File: src/common/high_port_regs.vh
// register offsets, reset values and field positions for the high port bank
`ifndef HIGH_PORT_REGS_VH
`define HIGH_PORT_REGS_VH
`define PORT4_DRIVE_SELECT_ADDR 8'h9c
`define PORT5_DRIVE_SELECT_ADDR 8'h9d
`define PORT6_DRIVE_SELECT_ADDR 8'h9e
`define PORT7_DRIVE_SELECT_ADDR 8'h9f
`define PORT4_LATCH_ADDR        8'hc8
`define PORT5_LATCH_ADDR        8'hd8
`define PORT6_LATCH_ADDR        8'he8
`define PORT7_LATCH_ADDR        8'hf8
`define CROSSBAR_TWO_ADDR       8'he3
`define DRIVE_SELECT_RESET      8'h00
`define LATCH_RESET             8'hff
`define CROSSBAR_TWO_RESET      8'h00
`define PULLUP_DISABLE_BIT      7
`define LOW_PORT_MEMIF_BIT      5
`define STROBE_WR_BIT           7
`define STROBE_RD_BIT           6
`define STROBE_ALE_BIT          5
`endif

File: src/core/pin_sync.v
// two flip-flop synchroniser for a group of pad inputs
`default_nettype none
module pin_sync #(
  parameter WIDTH = 8
) (
  input  wire             ref_clk_i,
  input  wire             reset_n_i,
  input  wire [WIDTH-1:0] async_i,
  output wire [WIDTH-1:0] sync_o
);
  reg [WIDTH-1:0] meta_q;
  reg [WIDTH-1:0] stable_q;
  always @(posedge ref_clk_i) begin
    if (!reset_n_i) begin
      meta_q   <= {WIDTH{1'b1}};
      stable_q <= {WIDTH{1'b1}};
    end else begin
      meta_q   <= async_i;
      stable_q <= meta_q;
    end
  end
  assign sync_o = stable_q;
endmodule // pin_sync
`default_nettype wire

File: src/core/pad_drive.v
// per-pin pad drive: value, enable and pullup from latch, mode and override
`default_nettype none
module pad_drive #(
  parameter WIDTH = 8
) (
  input  wire [WIDTH-1:0] latch_i,
  input  wire [WIDTH-1:0] push_pull_i,
  input  wire [WIDTH-1:0] force_od_i,
  input  wire [WIDTH-1:0] ovr_sel_i,
  input  wire [WIDTH-1:0] ovr_val_i,
  input  wire [WIDTH-1:0] ovr_hiz_i,
  input  wire             pullup_off_i,
  output wire [WIDTH-1:0] pad_out_o,
  output wire [WIDTH-1:0] pad_oe_o,
  output wire [WIDTH-1:0] pad_pu_o
);
  wire [WIDTH-1:0] val;
  wire [WIDTH-1:0] pp;
  wire [WIDTH-1:0] drive_low;
  // memory interface value replaces the latch during its cycle
  assign val = (ovr_sel_i & ovr_val_i) | (~ovr_sel_i & latch_i);
  // mode bit 1 is push-pull, forced open-drain wins
  assign pp = push_pull_i & ~force_od_i;
  assign drive_low = ~val & ~ovr_hiz_i;
  // push-pull drives both levels, open-drain only pulls low
  // external read releases data pins, mode left untouched
  assign pad_oe_o  = ~ovr_hiz_i & (pp | ~val);
  assign pad_out_o = val & ~drive_low;
  // pullup off globally or when this pin pulls itself low
  assign pad_pu_o  = {WIDTH{~pullup_off_i}} & ~drive_low;
endmodule // pad_drive
`default_nettype wire

File: src/core/high_port_gpio_bank.v
// gpio logic for high ports 4 to 7 with memory interface takeover
`include "high_port_regs.vh"
`default_nettype none
module high_port_gpio_bank #(
  parameter WIDTH = 8
) (
  input  wire             ref_clk_i,
  input  wire             reset_n_i,
  // register port: page already selected by the core
  input  wire [7:0]       reg_addr_i,
  input  wire             reg_wr_i,
  input  wire [7:0]       reg_wdata_i,
  input  wire             reg_rd_i,
  input  wire             reg_rmw_i,
  output reg  [7:0]       reg_rdata_o,
  // memory interface takeover
  input  wire             memif_active_i,
  input  wire             memif_read_i,
  input  wire             memif_muxed_i,
  input  wire [15:0]      memif_addr_i,
  input  wire [7:0]       memif_wdata_i,
  input  wire             memif_wr_n_i,
  input  wire             memif_rd_n_i,
  input  wire             memif_ale_i,
  input  wire             memif_ad_phase_i,
  output wire [7:0]       memif_rdata_o,
  // pins forced open-drain by routed peripherals
  input  wire [4*WIDTH-1:0] force_od_i,
  // pads
  input  wire [4*WIDTH-1:0] pad_in_i,
  output wire [4*WIDTH-1:0] pad_out_o,
  output wire [4*WIDTH-1:0] pad_oe_o,
  output wire [4*WIDTH-1:0] pad_pu_o,
  output wire               pullup_global_disable_o,
  output wire               low_port_memif_enable_o
);
  reg  [WIDTH-1:0]   port4_latch_q;
  reg  [WIDTH-1:0]   port5_latch_q;
  reg  [WIDTH-1:0]   port6_latch_q;
  reg  [WIDTH-1:0]   port7_latch_q;
  reg  [WIDTH-1:0]   port4_drive_select_q;
  reg  [WIDTH-1:0]   port5_drive_select_q;
  reg  [WIDTH-1:0]   port6_drive_select_q;
  reg  [WIDTH-1:0]   port7_drive_select_q;
  reg  [7:0]         crossbar_config_two_q;
  reg  [7:0]         rdata_d;
  reg  [4*WIDTH-1:0] ovr_sel;
  reg  [4*WIDTH-1:0] ovr_val;
  reg  [4*WIDTH-1:0] ovr_hiz;
  wire [4*WIDTH-1:0] pin_sync;
  wire [4*WIDTH-1:0] latch_all;
  wire [4*WIDTH-1:0] mode_all;
  wire [3:0]         reg_sel_w;

  // register indices produced by the address decoder
  localparam [3:0] SEL_NONE     = 4'h0;
  localparam [3:0] SEL_P4_LATCH = 4'h1;
  localparam [3:0] SEL_P5_LATCH = 4'h2;
  localparam [3:0] SEL_P6_LATCH = 4'h3;
  localparam [3:0] SEL_P7_LATCH = 4'h4;
  localparam [3:0] SEL_P4_DRIVE = 4'h5;
  localparam [3:0] SEL_P5_DRIVE = 4'h6;
  localparam [3:0] SEL_P6_DRIVE = 4'h7;
  localparam [3:0] SEL_P7_DRIVE = 4'h8;
  localparam [3:0] SEL_CROSSBAR = 4'h9;

  // one decoder for the write and the read path, so the two cannot drift apart
  function [3:0] reg_sel;
    input [7:0] addr;
    begin
      if (addr == `PORT4_LATCH_ADDR) begin
        reg_sel = SEL_P4_LATCH;
      end else if (addr == `PORT5_LATCH_ADDR) begin
        reg_sel = SEL_P5_LATCH;
      end else if (addr == `PORT6_LATCH_ADDR) begin
        reg_sel = SEL_P6_LATCH;
      end else if (addr == `PORT7_LATCH_ADDR) begin
        reg_sel = SEL_P7_LATCH;
      end else if (addr == `PORT4_DRIVE_SELECT_ADDR) begin
        reg_sel = SEL_P4_DRIVE;
      end else if (addr == `PORT5_DRIVE_SELECT_ADDR) begin
        reg_sel = SEL_P5_DRIVE;
      end else if (addr == `PORT6_DRIVE_SELECT_ADDR) begin
        reg_sel = SEL_P6_DRIVE;
      end else if (addr == `PORT7_DRIVE_SELECT_ADDR) begin
        reg_sel = SEL_P7_DRIVE;
      end else if (addr == `CROSSBAR_TWO_ADDR) begin
        reg_sel = SEL_CROSSBAR;
      end else begin
        reg_sel = SEL_NONE;
      end
    end
  endfunction

  // byte of a four-port vector; port 4 is byte 0
  function [WIDTH-1:0] port_byte;
    input [4*WIDTH-1:0] vec;
    input [1:0]         port;
    begin
      port_byte = vec[port*WIDTH +: WIDTH];
    end
  endfunction

  assign reg_sel_w = reg_sel(reg_addr_i);

  // one synchroniser per port keeps each byte's two stages beside its pads
  pin_sync #(.WIDTH(WIDTH)) u_sync4 (
    .ref_clk_i (ref_clk_i),
    .reset_n_i (reset_n_i),
    .async_i   (pad_in_i[WIDTH-1:0]),
    .sync_o    (pin_sync[WIDTH-1:0])
  );

  pin_sync #(.WIDTH(WIDTH)) u_sync5 (
    .ref_clk_i (ref_clk_i),
    .reset_n_i (reset_n_i),
    .async_i   (pad_in_i[2*WIDTH-1:WIDTH]),
    .sync_o    (pin_sync[2*WIDTH-1:WIDTH])
  );

  pin_sync #(.WIDTH(WIDTH)) u_sync6 (
    .ref_clk_i (ref_clk_i),
    .reset_n_i (reset_n_i),
    .async_i   (pad_in_i[3*WIDTH-1:2*WIDTH]),
    .sync_o    (pin_sync[3*WIDTH-1:2*WIDTH])
  );

  pin_sync #(.WIDTH(WIDTH)) u_sync7 (
    .ref_clk_i (ref_clk_i),
    .reset_n_i (reset_n_i),
    .async_i   (pad_in_i[4*WIDTH-1:3*WIDTH]),
    .sync_o    (pin_sync[4*WIDTH-1:3*WIDTH])
  );

  always @(posedge ref_clk_i) begin
    if (!reset_n_i) begin
      port4_latch_q         <= `LATCH_RESET;
      port5_latch_q         <= `LATCH_RESET;
      port6_latch_q         <= `LATCH_RESET;
      port7_latch_q         <= `LATCH_RESET;
      port4_drive_select_q  <= `DRIVE_SELECT_RESET;
      port5_drive_select_q  <= `DRIVE_SELECT_RESET;
      port6_drive_select_q  <= `DRIVE_SELECT_RESET;
      port7_drive_select_q  <= `DRIVE_SELECT_RESET;
      crossbar_config_two_q <= `CROSSBAR_TWO_RESET;
    end else if (reg_wr_i) begin
      // latch writes reach the pads through pad_drive
      case (reg_sel_w)
        SEL_P4_LATCH: begin
          port4_latch_q <= reg_wdata_i;
        end
        SEL_P5_LATCH: begin
          port5_latch_q <= reg_wdata_i;
        end
        SEL_P6_LATCH: begin
          port6_latch_q <= reg_wdata_i;
        end
        SEL_P7_LATCH: begin
          port7_latch_q <= reg_wdata_i;
        end
        SEL_P4_DRIVE: begin
          port4_drive_select_q <= reg_wdata_i;
        end
        SEL_P5_DRIVE: begin
          port5_drive_select_q <= reg_wdata_i;
        end
        SEL_P6_DRIVE: begin
          port6_drive_select_q <= reg_wdata_i;
        end
        SEL_P7_DRIVE: begin
          port7_drive_select_q <= reg_wdata_i;
        end
        SEL_CROSSBAR: begin
          crossbar_config_two_q <= reg_wdata_i;
        end
        default: begin
        end
      endcase
    end
  end

  assign latch_all = {port7_latch_q, port6_latch_q, port5_latch_q, port4_latch_q};
  assign mode_all  = {port7_drive_select_q, port6_drive_select_q,
                      port5_drive_select_q, port4_drive_select_q};

  // read-modify-write sees the latch, plain reads see the pins
  always @* begin
    rdata_d = 8'h00;
    case (reg_sel_w)
      SEL_P4_LATCH: begin
        rdata_d = reg_rmw_i ? port4_latch_q : port_byte(pin_sync, 2'h0);
      end
      SEL_P5_LATCH: begin
        rdata_d = reg_rmw_i ? port5_latch_q : port_byte(pin_sync, 2'h1);
      end
      SEL_P6_LATCH: begin
        rdata_d = reg_rmw_i ? port6_latch_q : port_byte(pin_sync, 2'h2);
      end
      SEL_P7_LATCH: begin
        rdata_d = reg_rmw_i ? port7_latch_q : port_byte(pin_sync, 2'h3);
      end
      SEL_P4_DRIVE: begin
        rdata_d = port4_drive_select_q;
      end
      SEL_P5_DRIVE: begin
        rdata_d = port5_drive_select_q;
      end
      SEL_P6_DRIVE: begin
        rdata_d = port6_drive_select_q;
      end
      SEL_P7_DRIVE: begin
        rdata_d = port7_drive_select_q;
      end
      SEL_CROSSBAR: begin
        rdata_d = crossbar_config_two_q;
      end
      default: begin
        rdata_d = 8'h00;
      end
    endcase
  end

  // registered read data, held until the next read
  always @(posedge ref_clk_i) begin
    if (!reset_n_i) begin
      reg_rdata_o <= 8'h00;
    end else if (reg_rd_i) begin
      reg_rdata_o <= rdata_d;
    end
  end

  // takeover map; only active while a move instruction runs
  always @* begin
    ovr_sel = {4*WIDTH{1'b0}};
    ovr_val = {4*WIDTH{1'b0}};
    ovr_hiz = {4*WIDTH{1'b0}};
    if (memif_active_i) begin
      ovr_sel[`STROBE_WR_BIT]  = 1'b1;
      ovr_val[`STROBE_WR_BIT]  = memif_wr_n_i;
      ovr_sel[`STROBE_RD_BIT]  = 1'b1;
      ovr_val[`STROBE_RD_BIT]  = memif_rd_n_i;
      ovr_sel[`STROBE_ALE_BIT] = 1'b1;
      ovr_val[`STROBE_ALE_BIT] = memif_ale_i;
      ovr_sel[4*WIDTH-1:2*WIDTH] = {2*WIDTH{1'b1}};
      if (memif_muxed_i) begin
        ovr_val[3*WIDTH-1:2*WIDTH] = memif_addr_i[15:8];
        ovr_val[4*WIDTH-1:3*WIDTH] = memif_ad_phase_i ?
                                     memif_addr_i[7:0] : memif_wdata_i;
        // data bus released in the data phase of a read
        ovr_hiz[4*WIDTH-1:3*WIDTH] = {WIDTH{memif_read_i & ~memif_ad_phase_i}};
      end else begin
        ovr_sel[2*WIDTH-1:WIDTH] = {WIDTH{1'b1}};
        ovr_val[2*WIDTH-1:WIDTH] = memif_addr_i[15:8];
        ovr_val[3*WIDTH-1:2*WIDTH] = memif_addr_i[7:0];
        ovr_val[4*WIDTH-1:3*WIDTH] = memif_wdata_i;
        ovr_hiz[4*WIDTH-1:3*WIDTH] = {WIDTH{memif_read_i}};
      end
    end
  end

  // software is expected to keep this clear while memif uses high ports
  assign low_port_memif_enable_o = crossbar_config_two_q[`LOW_PORT_MEMIF_BIT];
  assign pullup_global_disable_o = crossbar_config_two_q[`PULLUP_DISABLE_BIT];
  // external read data comes from the synchronised data bus pins
  // the two stage latency means a read issued right after a bus turnaround sees old data
  assign memif_rdata_o = port_byte(pin_sync, 2'h3);

  // one pad driver per port; input use relies on open-drain with latch one
  pad_drive #(.WIDTH(WIDTH)) u_drive4 (
    .latch_i      (latch_all[WIDTH-1:0]),
    .push_pull_i  (mode_all[WIDTH-1:0]),
    .force_od_i   (force_od_i[WIDTH-1:0]),
    .ovr_sel_i    (ovr_sel[WIDTH-1:0]),
    .ovr_val_i    (ovr_val[WIDTH-1:0]),
    .ovr_hiz_i    (ovr_hiz[WIDTH-1:0]),
    .pullup_off_i (pullup_global_disable_o),
    .pad_out_o    (pad_out_o[WIDTH-1:0]),
    .pad_oe_o     (pad_oe_o[WIDTH-1:0]),
    .pad_pu_o     (pad_pu_o[WIDTH-1:0])
  );

  pad_drive #(.WIDTH(WIDTH)) u_drive5 (
    .latch_i      (latch_all[2*WIDTH-1:WIDTH]),
    .push_pull_i  (mode_all[2*WIDTH-1:WIDTH]),
    .force_od_i   (force_od_i[2*WIDTH-1:WIDTH]),
    .ovr_sel_i    (ovr_sel[2*WIDTH-1:WIDTH]),
    .ovr_val_i    (ovr_val[2*WIDTH-1:WIDTH]),
    .ovr_hiz_i    (ovr_hiz[2*WIDTH-1:WIDTH]),
    .pullup_off_i (pullup_global_disable_o),
    .pad_out_o    (pad_out_o[2*WIDTH-1:WIDTH]),
    .pad_oe_o     (pad_oe_o[2*WIDTH-1:WIDTH]),
    .pad_pu_o     (pad_pu_o[2*WIDTH-1:WIDTH])
  );

  pad_drive #(.WIDTH(WIDTH)) u_drive6 (
    .latch_i      (latch_all[3*WIDTH-1:2*WIDTH]),
    .push_pull_i  (mode_all[3*WIDTH-1:2*WIDTH]),
    .force_od_i   (force_od_i[3*WIDTH-1:2*WIDTH]),
    .ovr_sel_i    (ovr_sel[3*WIDTH-1:2*WIDTH]),
    .ovr_val_i    (ovr_val[3*WIDTH-1:2*WIDTH]),
    .ovr_hiz_i    (ovr_hiz[3*WIDTH-1:2*WIDTH]),
    .pullup_off_i (pullup_global_disable_o),
    .pad_out_o    (pad_out_o[3*WIDTH-1:2*WIDTH]),
    .pad_oe_o     (pad_oe_o[3*WIDTH-1:2*WIDTH]),
    .pad_pu_o     (pad_pu_o[3*WIDTH-1:2*WIDTH])
  );

  pad_drive #(.WIDTH(WIDTH)) u_drive7 (
    .latch_i      (latch_all[4*WIDTH-1:3*WIDTH]),
    .push_pull_i  (mode_all[4*WIDTH-1:3*WIDTH]),
    .force_od_i   (force_od_i[4*WIDTH-1:3*WIDTH]),
    .ovr_sel_i    (ovr_sel[4*WIDTH-1:3*WIDTH]),
    .ovr_val_i    (ovr_val[4*WIDTH-1:3*WIDTH]),
    .ovr_hiz_i    (ovr_hiz[4*WIDTH-1:3*WIDTH]),
    .pullup_off_i (pullup_global_disable_o),
    .pad_out_o    (pad_out_o[4*WIDTH-1:3*WIDTH]),
    .pad_oe_o     (pad_oe_o[4*WIDTH-1:3*WIDTH]),
    .pad_pu_o     (pad_pu_o[4*WIDTH-1:3*WIDTH])
  );
endmodule // high_port_gpio_bank
`default_nettype wire

File: config.mk
export PLATFORM = sky130hd
export DESIGN_NAME = high_port_gpio_bank
export DESIGN_NICKNAME = d
export VERILOG_FILES = /design/src/core/pin_sync.v /design/src/core/pad_drive.v /design/src/core/high_port_gpio_bank.v
export VERILOG_INCLUDE_DIRS = /design/src /design/src/common
export SDC_FILE = /design/constraint.sdc
export NUM_CORES = 1
export LEC_CHECK = 0
export BUFFER_PORTS_ARGS = -buffer_cell sky130_fd_sc_hd__buf_2
export CELL_PAD_IN_SITES_DETAIL_PLACEMENT = 0
export CELL_PAD_IN_SITES_GLOBAL_PLACEMENT = 1
export CORE_ASPECT_RATIO = 0.9
export CORE_MARGIN = 2
export CORE_UTILIZATION = 43
export CTS_BUF_LIST = sky130_fd_sc_hd__clkbuf_8
export CTS_CLUSTER_SIZE = 10
export DETAILED_ROUTE_END_ITERATION = 8
export PLACE_DENSITY_LB_ADDON = 0.1
export SLEW_MARGIN = 25
export SYNTH_ARGS = -nofsm -noshare
export SYNTH_HDL_FRONTEND = slang
export SYNTH_HIERARCHICAL = 1
export SYNTH_SLANG_ARGS = --single-unit
File: constraint.sdc
create_clock -name ref_clk_i -period 4.95 [get_ports ref_clk_i]
set_input_delay 0.495 -clock ref_clk_i [delete_from_list [all_inputs] [get_ports ref_clk_i]]
set_output_delay 0.495 -clock ref_clk_i [all_outputs]
set_load 0.01 [all_outputs]
# After elaboration in Yosys (flattened, before gate mapping)
# Cells that the tools add are included.
# op_classes
n_addsub	0
multipliers	0
div	0
order_cmp	0
eq_ne	18
n_shift	0
mux	22
bitwise_logic	50
reduce_logical	9
# op_table
cell	n
$and A8 B8 Y8	22
$not A8 Y8	17
$eq A8 B8 Y1 const B	9
$mux W8	9
$pmux W8 S9	1
$or A8 B8 Y8	8
$mux W27	2
$mux W4	9
$reduce_and A2 Y1	9
$eq A4 B3 Y1 const B	4
$mux W16	1
$eq A4 B2 Y1 const B	2
$eq A4 B4 Y1 const B	2
$eq A4 B1 Y1 const B	1
$not A1 Y1	2
$and A1 B1 Y1	1
# word_totals
ff_bits	144
latch_bits	0
ram_bits	0
romBits	0
output_inout_bits	114
word_cells	117
mem_count	0

# Depth between registers and ports, before layout
# depth
word_depth	12
depth_mapped	7
depth_no_buf	5

# Modules after synthesis
# The synthesis kept the hierarchy.
# modules_own_cells
mod	instances	cells_per_inst	area_per_inst_um2
high_port_gpio_bank	1	452	4405.5
pin_sync	4	33	431.7
pad_drive	4	32	290.3

# Worst setup path before layout
# Ideal clock, no wire load.
# synth_path
path_kind	input to output
from	in memif_muxed_i
to	out pad_oe_o[30]
arrival_ns	2.068
required_ns	4.455
setup_slack_ns	2.387
path_stages	7
path_buffers	2
path_cell_list	clkbuf_1 > clkbuf_1 > nand2_1 > nand2_1 > a21boi_0 > mux2_4 > a21oi_1
# synth_between
elab_chain_cells	7
elab_cells_between_ends	10
classes_between	mux (4); bitwise (6)
# synth_lines
element	line_no	source
start: declaration	high_port_gpio_bank.v:19	input wire memif_muxed_i,
$mux W16	high_port_gpio_bank.v:245	if (memif_muxed_i) begin
$mux W27	high_port_gpio_bank.v:237	if (memif_active_i) begin
net ovr_val[30]	high_port_gpio_bank.v:48	reg [4*WIDTH-1:0] ovr_val;
$and A8 B8 Y8	pad_drive.v:21	assign val = (ovr_sel_i & ovr_val_i) | (~ovr_sel_i & latch_i);
$or A8 B8 Y8	pad_drive.v:21	
$not A8 Y8	pad_drive.v:27	assign pad_oe_o = ~ovr_hiz_i & (pp | ~val);
$or A8 B8 Y8	pad_drive.v:27	
$and A8 B8 Y8	pad_drive.v:27	
end: declaration	high_port_gpio_bank.v:32	output wire [4*WIDTH-1:0] pad_oe_o,
# The timed path passes the listed nets, and every way through them passes these cells.

# Final worst setup path
# layout_path
from	in memif_active_i
to	out pad_pu_o[14]
# layout_between
elab_chain_cells	7
elab_cells_between_ends	9
classes_between	mux (2); bitwise (7)
# layout_lines
element	line_no	source
start: declaration	high_port_gpio_bank.v:17	input wire memif_active_i,
$mux W27	high_port_gpio_bank.v:237	
$not A8 Y8	pad_drive.v:21	
$and A8 B8 Y8	pad_drive.v:21	
$or A8 B8 Y8 *	pad_drive.v:21	
$not A8 Y8 *	pad_drive.v:24	assign drive_low = ~val & ~ovr_hiz_i;
$not A8 Y8 *	pad_drive.v:30	assign pad_pu_o = {WIDTH{~pullup_off_i}} & ~drive_low;
$and A8 B8 Y8 *	pad_drive.v:30	
end: declaration	high_port_gpio_bank.v:33	output wire [4*WIDTH-1:0] pad_pu_o,
# Every way passes the cells marked *; elsewhere a longest branch is shown, timed or not.

==> results.sh <==
export IMPL_crit_buf_inv=3
export IMPL_crit_path_start_kind="primary input"
export IMPL_fin_skew_ns=0.008310
export IMPL_yosysMostFrequentCell="dfxtp_1"
export IMPL_cts_tree="built"
export IMPL_powerDensity_nw_per_um2=281.8
export IMPL_clk_pin_slew_ns=0.08
export IMPL_p_clk_share_pct=41.2
export IMPL_postSynth_asyncResetShare_pct=0
export IMPL_fin_setup_tns_ns=0
export IMPL_maxSlewViolCount=0
export IMPL_total_power_w=0.002592
export IMPL_hold_viol=0
export IMPL_maxCapViolations=0
export IMPL_synth_cell_type_count=41
export IMPL_synthToLayoutAreaGrowth_pct=26.11
export IMPL_synth_area_per_cell_um2=10.24
export IMPL_tightest_slew_ns=1.001
export IMPL_p_leak_nw=4.467
export IMPL_reg2reg_depth=4
export IMPL_ys_top_cells_by_area="dfxtp_1 (40%), mux2i_1 (14%), nand2b_1 (6.7%), mux2_4 (6.6%), o21ba_1 (4.4%)"
export IMPL_grt_max_degree=80
export IMPL_worst_hold_startpoint="pad_in_i[31]"
export IMPL_seq_area_frac_synth_pct=39.53
export IMPL_grtUsageMet2_pct=36.92
export IMPL_fin_nets=1092
export IMPL_cts_resized=0
export IMPL_regArea_um2=2884
export IMPL_synth_flop_cell="dfxtp_1"
export IMPL_crit_path_start="memif_active_i"
export IMPL_synth_top_area_cell="dfxtp_1"
export IMPL_clock_sinks=144
export IMPL_holdWs_ns=0.2192
export IMPL_status="finished, final reports clean"
export IMPL_min_path_type="primary input to register"
export IMPL_gp_congestion=0.8493
export IMPL_relSlewSlack_pct=32.75
export IMPL_met1_usage_pct=34.40
export IMPL_initial_core_util_pct=43.61
export IMPL_finalCriticalPeriod_ns=2.899
export IMPL_core_um2=16720
export IMPL_antenna_found_initial=0
export IMPL_final_antenna_net_count=0
export IMPL_setup_viol_count_final=0
export IMPL_crit_path_frequent_cell="buf_2"
export IMPL_pre_cts_ws_ns=2.069
export IMPL_rsz0062_at_grt="false"
export IMPL_cts_root_buf="clkbuf_8"
export IMPL_cts_buffers=17
export IMPL_routed_wl_um=21990
export IMPL_grt_usage_pct=24.20
export IMPL_insertion_delay_ns=0.45
export IMPL_drtIter0Drc=405
export IMPL_cts_path_max_buffers=2
export IMPL_switching_power_w=0.0006388
export IMPL_cp_slowest_stage_delay_ns=0.71
export IMPL_cts_max_level=4
export IMPL_detail_route_first_pass_iterations=5
export IMPL_die_h_um=127.6
export IMPL_p_sw_share_pct=24.65
export IMPL_hold_depth=2
export IMPL_ir_drop_mv=0.1614
export IMPL_timing_fmax_mhz=344.9
export IMPL_dieWidth_um=141.3
export IMPL_yosys_warnings=6
export IMPL_cp_max_fo=40
export IMPL_seqPwrFrac_pct=45.9
export IMPL_synthCells=712
export IMPL_crit_chain="buf_2, buf_4, nor2b_2, mux2_4, o21ba_1, buf_2"
export IMPL_crit_slowest_cell="nor2b_2"
export IMPL_cts_hold_buf=0
export IMPL_drive_gt1_share_pct=33.06
export IMPL_die_area_um2=18020
export IMPL_hpwl_um=16660
export IMPL_grt_pass1_vias=5396
export IMPL_overflow=0
export IMPL_grt_busiest_layer="met2"
export IMPL_multi_input_area_um2=4413
export IMPL_power_internal_w=0.001953
export IMPL_required_ns=4.45
export IMPL_vias_per_cell=4.970
export IMPL_num_vias=5964
export IMPL_setup_slack_ns=2.051
export IMPL_cpLargestDelayFamily="simple AND/OR/NAND/NOR gates"
export IMPL_io_buffers=229
export IMPL_post_route_period_util_pct=58.57
export IMPL_synth_edf_count=0
export IMPL_synthesis_area_um2=7293
export IMPL_crit_cells=6
export IMPL_routedWlPerCell_um=18.33
export IMPL_synth_top_area_share_pct=39.53
export IMPL_drc=0
export IMPL_post_cts_buffers=0
export IMPL_num_rows=45
export IMPL_rr_startpoint="port7_drive_select_q[2]"
export IMPL_crit_type="primary input to output pin"
export IMPL_met3_usage_pct=5.585
export IMPL_pwr_share_comb_pct=13.0
export IMPL_crit_path_end_kind="output pin"
export IMPL_synth_common_cells="dfxtp_1 (144), mux2i_1 (100), nand2b_1 (78), nand2_1 (59), nor2b_1 (46)"
export IMPL_ys_seq_elements=144
export IMPL_io_pins=230
export IMPL_arrival_ns=2.40
export IMPL_fill_cells=1584
export IMPL_grt_pass1_wl_um=32570
export IMPL_n_antenna_cell=0
==> area by class of cell <==
class,instances,area share (%)
multi-input combinational,580,47.98
sequential,144,31.36
timing repair buffer,232,12.73
tap,211,2.870
clock buffer,18,2.694
clock inverter,14,2.326
inverter,1,0.04081
==> cells by family (layout without fill, tap and decap cells) <==
logic type	count (synthesis)	count (layout)	share of synthesized area, %
AOI/OAI and AO/OA	112	112	11.94
buffers and inverters	45	265	2.934
other	1	58	0.05142
and+or+nand+nor	266	266	22.15
muxes	144	144	23.40
DFF	144	144	39.53
==> per-layer routing <==
layer,wire (µm),up-vias
met3,1467,21
met1,10550,2732
met2,9648,229
met5,0,-
li1,-,2982
met4,325,0
==> worst register-to-register path, delay by kind of cell, from the launching register on <==
kind | cells | cell delay, ns
mux | 1 | 0.50
simple gates | 1 | 0.22
compound gates | 2 | 0.53
flops | 1 | 0.35
==> power groups by stage <==
stage	Combinational [W]	Clock [W]	Sequential, W
2_1_floorplan	0.000203	0	0.00122
3_3_place_gp	0.000335	0	0.00122
3_5_place_dp	0.000337	0	0.00122
4_1_cts	0.000338	0.00109	0.00119
5_1_grt	0.000364	0.00114	0.00119
6_report	0.000336	0.00107	0.00119
==> per-stage QoR <==
step	cells	utilization [%]	area [µm²]
finish	1200	55.00	9198
global route	1200	55.00	9198
CTS	1200	55.00	9198
detailed placement	1168	52.24	8736
global placement	1168	52.22	8732
floorplan	769	-	7507
==> worst paths after layout <==
path	slack, ns	to
setup reg to reg	3.22	reg_rdata_o[2]
hold / removal	0.22	u_sync7/meta_q[7]
hold reg to reg	0.40	u_sync4/sync_o[4]
setup / recovery	2.05	pad_pu_o[14]
==> cell usage in the layout (no fill, tap or decap), drive strengths merged, types with 2 or more instances in the layout <==
cell      count
clkinv        6
mux4          8
mux2         36
a221oi        2
o21ba        32
nor2b        46
a21oi        34
and3          4
nand2        59
nand2b       78
buf         232
nor4          3
nand4         9
a22oi        15
a21boi       16
nand3        22
and2         15
nor2          5
clkbuf       18
bufinv        5
conb         58
o22ai         2
a222oi        5
a211oi        2
clkinvlp      3
o221ai        3
dfxtp       144
or2b         20
mux2i       100
Note: power is estimated with default switching activity, not from simulation.
